<file path="config.mk">
export PLATFORM = sky130hd
export DESIGN_NAME = gac_sequencer
export DESIGN_NICKNAME = d
export VERILOG_FILES = /design/src/logic/gac_pkg.sv /design/src/logic/gac_sequencer.sv
export SDC_FILE = /design/constraint.sdc
export NUM_CORES = 1
export LEC_CHECK = 0
export CAP_MARGIN = 10
export CORE_MARGIN = 4
export CORE_UTILIZATION = 60
export DETAILED_ROUTE_END_ITERATION = 16
export DONT_BUFFER_PORTS = 1
export HOLD_SLACK_MARGIN = 0.12
export PLACE_DENSITY = 0.76
export SLEW_MARGIN = 20
export SYNTH_ARGS = -nofsm -noshare
export SYNTH_HDL_FRONTEND = slang
export SYNTH_SLANG_ARGS = --single-unit
export TNS_END_PERCENT = 100
</file>
<file path="constraint.sdc">
create_clock -name core_clk -period 6.95 [get_ports core_clk]
set_input_delay 2.085 -clock core_clk [delete_from_list [all_inputs] [get_ports core_clk]]
set_output_delay 2.085 -clock core_clk [all_outputs]
set_load 0.01 [all_outputs]
</file>
<file path="src/logic/gac_pkg.sv">
// Constants, register map and carrier types of the converter sequencer
package gac_pkg;

   // Register bus
   localparam int ADDR_W = 8;
   localparam int DATA_W = 32;
   localparam logic [7:0] OFF_CTRL   = 8'h00;
   localparam logic [7:0] OFF_CTRL2  = 8'h04;
   localparam logic [7:0] OFF_TRIM_P = 8'h08;
   localparam logic [7:0] OFF_TRIM_N = 8'h0C;
   localparam logic [7:0] OFF_RESULT = 8'h10;

   // Field positions of converter_control_word
   localparam int CTL_EN_POS     = 0;
   localparam int CTL_START_POS  = 1;
   localparam int CTL_CHOP_POS   = 2;
   localparam int CTL_SE_POS     = 3;
   localparam int CTL_MUTE_POS   = 4;
   localparam int CTL_INV_POS    = 5;
   localparam int CTL_CH_POS     = 6;
   localparam int CTL_REG_POS    = 9;
   localparam int CTL_READY_POS  = 10;
   localparam int CTL_BUSY_POS   = 11;

   // Field positions of converter_control_word_two
   localparam int CT2_ATTN_POS   = 0;
   localparam int CT2_CLOAD_POS  = 1;
   localparam int CT2_DLOAD_POS  = 2;

   // Widths and reset values
   localparam int CODE_W = 10;
   localparam int CH_W   = 3;
   localparam logic [9:0] TRIM_RST   = 10'h200;
   localparam logic [9:0] RESULT_RST = 10'h000;
   localparam logic [2:0] CH_RST     = 3'h0;
   localparam logic [2:0] CH_BATTERY = 3'h4;

   // Timing
   localparam int CLK_PERIOD_PS  = 5000;
   localparam int REG_SETTLE_US  = 20;
   localparam int CONV_TIME_PS   = 62500;
   localparam int SETTLE_CYCLES  =
      (REG_SETTLE_US * 1000000 + CLK_PERIOD_PS - 1) / CLK_PERIOD_PS;
   localparam int CONV_CYCLES    =
      (CONV_TIME_PS + CLK_PERIOD_PS - 1) / CLK_PERIOD_PS;
   localparam logic [11:0] SETTLE_LAST = 12'(SETTLE_CYCLES - 1);
   localparam logic [3:0]  CONV_LAST   = 4'(CONV_CYCLES - 1);

   typedef enum logic [1:0]
   {
      S_OFF     = 2'b00,
      S_TRACK   = 2'b01,
      S_CONV    = 2'b11,
      S_RETRACK = 2'b10
   } gac_state_e;

   typedef struct packed
   {
      logic       reg_en;
      logic       inv;
      logic       mute;
      logic       se;
      logic       chop;
      logic [2:0] ch;
      logic       start;
      logic       conv_en;
   } gac_ctrl_s;

   typedef struct packed
   {
      logic dload;
      logic cload;
      logic attn;
   } gac_ctrl2_s;

   // Control lines toward the analogue converter
   typedef struct packed
   {
      logic       regulator_on;
      logic       track;
      logic       hold;
      logic [2:0] mux_sel;
      logic       differential;
      logic       atten;
      logic       load20;
      logic       load10;
      logic       mute;
      logic       invert;
      logic [9:0] trim_pos;
      logic [9:0] trim_neg;
      logic [3:0] pin_connect;
   } gac_analog_s;

endpackage

</file>
<file path="src/logic/gac_sequencer.sv">
// Control sequencer and register file of the general purpose converter
`timescale 1ns/1ps

module gac_sequencer
(
   input  wire logic                          core_clk,
   input  wire logic                          reset,
   input  wire logic [gac_pkg::ADDR_W-1:0]    addr,
   input  wire logic [gac_pkg::DATA_W-1:0]    wr_data,
   input  wire logic                          wr_en,
   input  wire logic                          rd_en,
   output logic      [gac_pkg::DATA_W-1:0]    rd_data,
   input  wire logic [gac_pkg::CODE_W-1:0]    raw_code,
   input  wire logic [3:0]                    analog_sel,
   output gac_pkg::gac_analog_s               ana
);
   import gac_pkg::*;

   typedef struct packed
   {
      gac_state_e       fsm;
      gac_ctrl_s        ctl;
      gac_ctrl2_s       ctl2;
      logic [9:0]       trim_p;
      logic [9:0]       trim_n;
      logic [9:0]       result;
      logic [11:0]      settle_cnt;
      logic             reg_ready;
      logic [3:0]       conv_cnt;
      logic             chop_phase;
      logic [9:0]       first_code;
      logic [9:0]       sync1;
      logic [9:0]       sync2;
      logic [31:0]      rdata;
      gac_analog_s      ana;
   } gac_regs_s;

   gac_regs_s st;
   gac_regs_s next_st;

   logic        wr_ctrl;
   logic        start_set;
   logic        active;
   logic        conv_end;
   logic        done;
   logic [9:0]  code_fix;
   logic [10:0] chop_sum;

   assign rd_data = st.rdata;
   assign ana     = st.ana;

   always_comb
   begin
      next_st = st;
      wr_ctrl   = wr_en && (addr == OFF_CTRL);
      start_set = wr_ctrl && wr_data[CTL_START_POS];
      done      = 1'b0;

      // Sampled converter code crosses in from the analogue side
      next_st.sync1 = raw_code;
      next_st.sync2 = st.sync1;

      // Register writes
      if (wr_ctrl)
      begin
         next_st.ctl.conv_en = wr_data[CTL_EN_POS];
         next_st.ctl.chop    = wr_data[CTL_CHOP_POS];
         next_st.ctl.se      = wr_data[CTL_SE_POS];
         next_st.ctl.mute    = wr_data[CTL_MUTE_POS];
         next_st.ctl.inv     = wr_data[CTL_INV_POS];
         next_st.ctl.ch      = wr_data[CTL_CH_POS +: CH_W];
         next_st.ctl.reg_en  = wr_data[CTL_REG_POS];
      end
      if (wr_en && (addr == OFF_CTRL2))
      begin
         next_st.ctl2.attn  = wr_data[CT2_ATTN_POS];
         next_st.ctl2.cload = wr_data[CT2_CLOAD_POS];
         next_st.ctl2.dload = wr_data[CT2_DLOAD_POS];
      end
      if (wr_en && (addr == OFF_TRIM_P))
      begin
         next_st.trim_p = wr_data[CODE_W-1:0];
      end
      if (wr_en && (addr == OFF_TRIM_N))
      begin
         next_st.trim_n = wr_data[CODE_W-1:0];
      end

      // Regulator settling status, restarts whenever it is switched off
      if (!next_st.ctl.reg_en)
      begin
         next_st.settle_cnt = '0;
         next_st.reg_ready  = 1'b0;
      end
      else if (st.settle_cnt != SETTLE_LAST)
      begin
         next_st.settle_cnt = st.settle_cnt + 12'h001;
      end
      else
      begin
         next_st.reg_ready = 1'b1;
      end

      // Regulator off takes the whole converter down
      active = next_st.ctl.reg_en && next_st.ctl.conv_en;

      // Output sign change is a code inversion about 511.5
      code_fix = st.ctl.inv ^ st.chop_phase ? ~st.sync2 : st.sync2;
      chop_sum = {1'b0, st.first_code} + {1'b0, code_fix};
      conv_end = (st.conv_cnt == CONV_LAST);

      case (st.fsm)
         S_OFF:
         begin
            if (active)
            begin
               next_st.fsm = S_TRACK;
            end
         end
         S_TRACK:
         begin
            if (!active)
            begin
               next_st.fsm = S_OFF;
            end
            else if (st.ctl.start)
            begin
               next_st.fsm        = S_CONV;
               next_st.conv_cnt   = '0;
               next_st.chop_phase = 1'b0;
            end
         end
         S_CONV:
         begin
            next_st.conv_cnt = st.conv_cnt + 4'h1;
            if (!active)
            begin
               next_st.fsm = S_OFF;
               done        = 1'b1;
            end
            else if (conv_end && st.ctl.chop && !st.chop_phase)
            begin
               // First half of a chopped pair, resample with sign flipped
               next_st.first_code = code_fix;
               next_st.chop_phase = 1'b1;
               next_st.conv_cnt   = '0;
               next_st.fsm        = S_RETRACK;
            end
            else if (conv_end)
            begin
               next_st.result = st.chop_phase ? chop_sum[10:1] : code_fix;
               next_st.fsm    = S_TRACK;
               done           = 1'b1;
            end
         end
         S_RETRACK:
         begin
            next_st.conv_cnt = st.conv_cnt + 4'h1;
            if (!active)
            begin
               next_st.fsm = S_OFF;
               done        = 1'b1;
            end
            else if (conv_end)
            begin
               next_st.conv_cnt = '0;
               next_st.fsm      = S_CONV;
            end
         end
         default:
         begin
            next_st.fsm = S_OFF;
         end
      endcase

      next_st.chop_phase = next_st.chop_phase &&
                           ((next_st.fsm == S_CONV) || (next_st.fsm == S_RETRACK));
      // A new start written in the completing cycle is kept
      next_st.ctl.start = (st.ctl.start && !done) || start_set;

      // Control lines to the analogue converter
      next_st.ana.regulator_on = next_st.ctl.reg_en;
      next_st.ana.track        = (next_st.fsm == S_TRACK) ||
                                 (next_st.fsm == S_RETRACK);
      next_st.ana.hold         = (next_st.fsm == S_CONV);
      next_st.ana.mux_sel      = next_st.ctl.ch;
      next_st.ana.differential = !next_st.ctl.se;
      // Battery channel forces the attenuator in
      next_st.ana.atten        = next_st.ctl2.attn ||
                                 (next_st.ctl.ch == CH_BATTERY);
      next_st.ana.load20       = next_st.ctl2.cload &&
                                 next_st.ctl.reg_en;
      next_st.ana.load10       = next_st.ctl2.dload &&
                                 next_st.ana.track;
      next_st.ana.mute         = next_st.ctl.mute;
      next_st.ana.invert       = next_st.ctl.inv ^ next_st.chop_phase;
      next_st.ana.trim_pos     = next_st.trim_p;
      next_st.ana.trim_neg     = next_st.trim_n;

      // Pins feed the mux only when their analogue function is chosen
      next_st.ana.pin_connect = '0;
      if (next_st.ctl.ch[2] == 1'b0)
      begin
         if (next_st.ctl.se)
         begin
            next_st.ana.pin_connect[next_st.ctl.ch[1:0]] = 1'b1;
         end
         else
         begin
            // Pairs are pins 0/1 and 2/3
            next_st.ana.pin_connect[{next_st.ctl.ch[0], 1'b0}] = 1'b1;
            next_st.ana.pin_connect[{next_st.ctl.ch[0], 1'b1}] = 1'b1;
         end
      end
      next_st.ana.pin_connect = next_st.ana.pin_connect & analog_sel;

      // Register reads, data stand one cycle after the strobe
      next_st.rdata = '0;
      if (rd_en)
      begin
         case (addr)
            OFF_CTRL:
            begin
               next_st.rdata[CTL_EN_POS]         = st.ctl.conv_en;
               next_st.rdata[CTL_START_POS]      = st.ctl.start;
               next_st.rdata[CTL_CHOP_POS]       = st.ctl.chop;
               next_st.rdata[CTL_SE_POS]         = st.ctl.se;
               next_st.rdata[CTL_MUTE_POS]       = st.ctl.mute;
               next_st.rdata[CTL_INV_POS]        = st.ctl.inv;
               next_st.rdata[CTL_CH_POS +: CH_W] = st.ctl.ch;
               next_st.rdata[CTL_REG_POS]        = st.ctl.reg_en;
               next_st.rdata[CTL_READY_POS]      = st.reg_ready;
               next_st.rdata[CTL_BUSY_POS]       = (st.fsm == S_CONV) ||
                                                   (st.fsm == S_RETRACK);
            end
            OFF_CTRL2:
            begin
               next_st.rdata[CT2_ATTN_POS]  = st.ctl2.attn;
               next_st.rdata[CT2_CLOAD_POS] = st.ctl2.cload;
               next_st.rdata[CT2_DLOAD_POS] = st.ctl2.dload;
            end
            OFF_TRIM_P:
            begin
               next_st.rdata[CODE_W-1:0] = st.trim_p;
            end
            OFF_TRIM_N:
            begin
               next_st.rdata[CODE_W-1:0] = st.trim_n;
            end
            OFF_RESULT:
            begin
               next_st.rdata[CODE_W-1:0] = st.result;
            end
            default:
            begin
               next_st.rdata = '0;
            end
         endcase
      end
   end

   always_ff @(posedge core_clk)
   begin
      if (reset)
      begin
         st             <= '0;
         st.fsm         <= S_OFF;
         st.ctl.ch      <= CH_RST;
         st.trim_p      <= TRIM_RST;
         st.trim_n      <= TRIM_RST;
         st.result      <= RESULT_RST;
         st.ana.mux_sel <= CH_RST;
         st.ana.differential <= 1'b1;
         st.ana.trim_pos <= TRIM_RST;
         st.ana.trim_neg <= TRIM_RST;
      end
      else
      begin
         st <= next_st;
      end
   end
endmodule

</file>
==> results.yml, run 1 <==
outcome:
  outcome: "finished clean"
routing:
  drc: 0
  drtIter0Drc: 301
  vias: 4001
  ant_nets: 0
  vias_per_cell: 5.67
  wl_per_cell_um: 16.0
  drtPass1Iterations: 5
  wirelength_um: 11300
synthesis:
  ys.flop_type: "dfxtp_1"
  syn_avg_cell_area_um2: 9.16
  yosysTopAreaCell: "dfxtp_1"
  synthDistinctLibCells: 66
  synth_warnings: 0
  synth_top_area_share_pct: 40.9
  yosys_register_bits: 116
  synthArstFlopShare_pct: 0
  ys_seq_area_share_pct: 40.9
  syn_area_um2: 5680
  synth_edf_count: 0
  netlist_instances: 620
  synth_area_leaders: "dfxtp_1 41%, buf_4 9.3%, mux2i_1 5.1%"
job:
  maxCapViolations: 0
placed_design:
  numPortBuffers: 0
  dp_hpwl_um: 7510
  routabilityCongestion: 0.826
global_routing:
  grt_usage_pct: 20.5
  grt_pass1_vias: 3789
  grt_pass1_wl_um: 18400
  grt_antenna_before_repair: 0
  overflow: 0
  grt_max_degree: 87
floorplanning:
  initial_core_util_pct: 61.4
  pin_count: 126
  die-width_um: 105
  design.die.area_um2: 11100
  core_um2: 9240
  die_h_um: 105
  num_rows: 35
layout:
  layout-drive-gt1-share_pct: 9.88
  antennaDiodeCount: 0
  nets: 636
  multi_input_area_um2: 2720
  final-seq-area_um2: 2320
  fillers: 755
  syn2layout_area_growth_pct: 3.48
timing:
  fin_crit_ns: 3.70
  fin_crit_sh_pct: 53.3
  holdWs_ns: 0.434
  drv_slew: 0
  final_hold_viol_count: 0
  tightest_slew_ns: 0.882
  max_freq_mhz: 270
  fin_skew_ns: 0.0111
  rsz0062_at_grt: "false"
  tns_ns: 0
  setup_violations: 0
  relSlewSlack_pct: 40.7
pwr:
  power.density_nw_per_um2: 271
  leakagePower_nw: 2.37
  ir_worst_vdd_mv: 0.170
  p_total_w: 0.00159
clock_tree:
  worst_skew_pair.late_latency_ns: 0.52
  root_buffer: "clkbuf_8"
  cts_hold_buf: 0
  ctsResizeCount: 0
  cts.sink_count: 116
  h-tree-depth: 4
  postCtsSetupRepairBufs: 0
  numCtsBuffers: 17
  cts_tree: "yes"
  cts_buffer_depth: 2
  clk_pin_slew_ns: 0.06
critical_path:
  slowest_stage: "and3_1"
  worst_ep_required_time_ns: 7.36
  critPathArrivalTime_ns: 4.11
  critPathLaunchType: "input port"
  endpoint_kind: "register"
  crit_type: "in -> reg"
  cp_cell_sequence: "or4_4, nor3_1, and3_1, nand2_2, mux2i_1, nor2_1"
  critPathMaxStageDelay_ns: 0.64
  cp_max_fo: 18
min_path:
  hp-class: "reg -> reg"
[sequential cells by signal, indices dropped and copies added (netlist names)]
signal / count
ana: 36
st: 58
next_st: 10
rd_data: 12
[cell type report]
| cell class | instances | share of cell area (%) |
|---|---|---|
| multi-input cells | 414 | 46.3 |
| repair buffers | 2 | 0.256 |
| clock buffers | 17 | 7.05 |
| well taps | 129 | 2.75 |
| clock inverters | 15 | 3.32 |
| inverters | 13 | 0.831 |
| flip-flops and latches | 116 | 39.5 |
[kinds of logic (layout without fill, tap and decap cells)]
group	after synthesis	count (layout)	share of synthesized area (%)
other cells	1	20	0.0661
flops	116	116	40.9
buf+inv	109	47	12.5
fa+ha+maj	14	14	3.22
xor+xnor	25	25	4.25
mux	34	34	6.77
compound gates	105	105	12.7
simple gates	216	216	19.6
[cell usage after synthesis, drive strengths merged, types with 2 or more instances]
library cell,n
or2,2
and3,8
a21o,2
nand3b,3
nor3b,3
a222oi,10
o221ai,2
nor4,2
nand2b,6
inv,13
nor4b,2
buf,80
o21a,4
nor2b,29
nand4,6
clkbuf,16
o211a,2
a21boi,3
o21bai,2
a311oi,3
or3,5
a211oi,10
mux2,2
a21oi,37
mux2i,32
nor2,68
xor2,9
a31o,3
o21ai,12
nand3,24
a22oi,3
a31oi,6
nand2,42
ha,13
nor3,9
dfxtp,116
xnor2,15
[per-layer routing]
metal	vias up	wire [um]	GRT usage, %	share of wire [%]
met2	158	5320	33.3	47
li1	1962	-	-	-
met4	0	226	8.15	2.0
met5	-	0	0	0
met3	21	924	6.55	8.2
met1	1860	4800	25.1	43
[stage by stage]
stage | utilization, % | cell area (um2) | setup slack, ns | instances
after floorplan | - | 5750 | 3.31 | 639
after global placement | 57.0 | 5270 | 2.85 | 674
after detailed placement | 57.0 | 5270 | 2.74 | 674
after CTS | 63.6 | 5870 | 3.27 | 706
after global routing | 63.6 | 5870 | 3.18 | 706
final | 63.6 | 5870 | 3.25 | 706
[worst max-delay path: cells and delay by family]
kind,cells,cell delay [ns]
and+or+nand+nor,5,1.77
muxes,1,0.25
[worst paths after layout]
kind                                  start      end  slack, ns  cells past startpoint
worst max-delay path                addr[0]   ana[7]       3.25                      6
worst max register to register      st[157]  st[122]       3.74                     10
worst min register to register  next_st[72]   st[72]       0.43                      1
worst min-delay path            next_st[72]   st[72]       0.43                      1
[cells in the final DEF (no fill, tap or decap), types with 8 or more instances in the layout]
master	n
xnor2_1	14
conb_1	20
nand2_1	40
a222oi_1	10
a21oi_1	37
inv_1	13
and3_1	8
nor2b_1	28
nor3_1	9
nor2_1	67
a211oi_1	9
ha_1	13
mux2i_1	29
xor2_1	9
clkbuf_16	16
nand3_1	24
dfxtp_1	116
o21ai_0	12
[power by group]
part / leakage, nW / switching [W] / internal [W] / total (W)
Sequential: 0.939 / 0.00000281 / 0.000671 / 0.000674
Combinational: 1.14 / 0.0000164 / 0.0000119 / 0.0000282
Clock: 0.292 / 0.000334 / 0.000556 / 0.000889
No activity file was read; power rests on OpenSTA's default activity.
==> run 2, diff against run 1 <==
==> constraint.sdc (replaced) <==
create_clock -name core_clk -period 3.6 [get_ports core_clk]
set_input_delay 1.08 -clock core_clk [delete_from_list [all_inputs] [get_ports core_clk]]
set_output_delay 1.08 -clock core_clk [all_outputs]
set_load 0.01 [all_outputs]
==> results.yml, run 2 (synthesized netlist as in run 1, its figures left out) <==
routing:
  drc: 0
  wl_per_cell_um: 15.5
  vias_per_cell: 5.53
  vias: 3929
  drtPass1Iterations: 5
  ant_nets: 0
  wirelength_um: 11000
  drtIter0Drc: 338
placed_design:
  dp_hpwl_um: 7720
  numPortBuffers: 0
  dp_slack_ns: 0.416
  routabilityCongestion: 0.821
  placed_area_um2: 5300
layout:
  nets: 640
  final_common_cell: "dfxtp_1"
  fillers: 744
  largest_register_ffs: 58
  layout-drive-gt1-share_pct: 10.5
  layout_common_cells: "116 x dfxtp_1, 67 x nor2_1, 40 x nand2_1"
  multi_input_area_um2: 2720
  post-route-util_pct: 63.3
  syn2layout_area_growth_pct: 3.06
  top_register: "st"
  design_area_um2: 5850
  final-seq-area_um2: 2320
  antennaDiodeCount: 0
clock_tree:
  worst_skew_pair.late_latency_ns: 0.51
  cts_hold_buf: 0
  root_buffer: "clkbuf_8"
  cts_buffer_depth: 2
  h-tree-depth: 4
  numCtsBuffers: 17
  ctsResizeCount: 0
  postCtsSetupRepairBufs: 0
  cts.sink_count: 116
  cts_tree: "yes"
  clk_pin_slew_ns: 0.06
min_path:
  hp-class: "reg -> reg"
  min_to: "st[71]"
  worstHoldStart: "next_st[71]"
  whs_path_depth: 1
floorplanning:
  initial_core_util_pct: 61.4
  design.die.area_um2: 11100
  core_um2: 9240
  die-width_um: 105
  pin_count: 126
  die_h_um: 105
  num_rows: 35
critical_path:
  worst_ep_required_time_ns: 4.03
  r2r_start: "st[98]"
  crit_type: "reg -> reg"
  r2r_slack_ns: 0.61
  rr_endpoint: "st[121]"
  cp_max_fo: 7
  ff2ff_path_depth: 10
  critPathArrivalTime_ns: 3.42
  endpoint_kind: "register"
  critPathLaunchType: "register"
global_routing:
  met2_usage_pct: 32.6
  met3_usage_pct: 6.61
  grt_pass1_vias: 3801
  grt_max_degree: 87
  overflow: 0
  grt_pass1_wl_um: 18400
  top_usage_layer: "met2"
  grt_usage_pct: 20.1
  grt_antenna_before_repair: 0
  gr-usage-met1_pct: 25.3
pwr:
  leakagePower_nw: 2.36
  p_sw_share_pct: 22.6
  p_int_w: 0.00226
  power.density_nw_per_um2: 498
  p_total_w: 0.00291
  ir_worst_vdd_mv: 0.241
  p_comb_share_pct: 1.8
  seqPwrFrac_pct: 44.7
  p_sw_w: 0.000658
  clkPwrFrac_pct: 53.5
timing:
  fin_crit_ns: 2.99
  tightest_slew_ns: 0.781
  final_hold_viol_count: 0
  fin_ws_ns: 0.609
  tns_ns: 0
  fin_skew_ns: 0.00785
  setup_violations: 0
  drv_slew: 0
  relSlewSlack_pct: 47.5
  rsz0062_at_grt: "false"
  max_freq_mhz: 334
  fin_crit_sh_pct: 83.1
outcome:
  outcome: "finished clean"
job:
  maxCapViolations: 0
[run 2: worst max path at each step]
stage               startpoint       to  slack (ns)  cells past startpoint
floorplan              st[157]  st[124]        0.87                     10
global placement       addr[5]   st[93]        0.47                      6
detailed placement     addr[5]   st[90]        0.42                      6
CTS                     st[98]  st[121]        0.66                     10
global route            st[98]  st[121]        0.28                     10
finish                  st[98]  st[121]        0.61                     10
[run 2: layer usage]
metal	up-vias	wire, um	share of wire, %
met5	-	0	0
met3	19	887	8.1
met2	143	5180	47
met1	1801	4780	43
li1	1966	-	-
met4	0	160	1.5
[run 2: layout make-up]
class | instances | area share [%]
clock inverter | 14 | 2.18
tap | 129 | 2.76
timing repair buffer | 6 | 0.770
multi-input combinational | 414 | 46.5
inverter | 13 | 0.834
sequential | 116 | 39.7
clock buffer | 18 | 7.31
[run 2: worst max-delay path, stage by stage (launching register included)]
cell,delay (ns)
dfxtp_1,0.34
xnor2_2,0.47
buf_4,0.23
xnor2_1,0.18
ha_1,0.34
nor2b_1,0.15
o21a_1,0.19
o21ai_0,0.32
nor4b_1,0.33
nor3_1,0.12
a211oi_1,0.24
[run 2: power by group through the flow]
| stage | sequential [W] | combinational [W] | clock [W] |
|---|---|---|---|
| finish | 0.00130 | 0.0000539 | 0.00156 |
| global route | 0.00130 | 0.0000595 | 0.00164 |
| CTS | 0.00130 | 0.0000534 | 0.00158 |
| detailed placement | 0.00133 | 0.0000527 | 0 |
| global placement | 0.00133 | 0.0000519 | 0 |
| floorplan | 0.00133 | 0.0000804 | 0 |
[run 2: through the flow]
stage / hold slack [ns] / cells
after floorplan: 0.414 / 639
after global placement: 0.420 / 678
after detailed placement: 0.421 / 678
after CTS: 0.435 / 710
after global routing: 0.453 / 710
final: 0.435 / 710
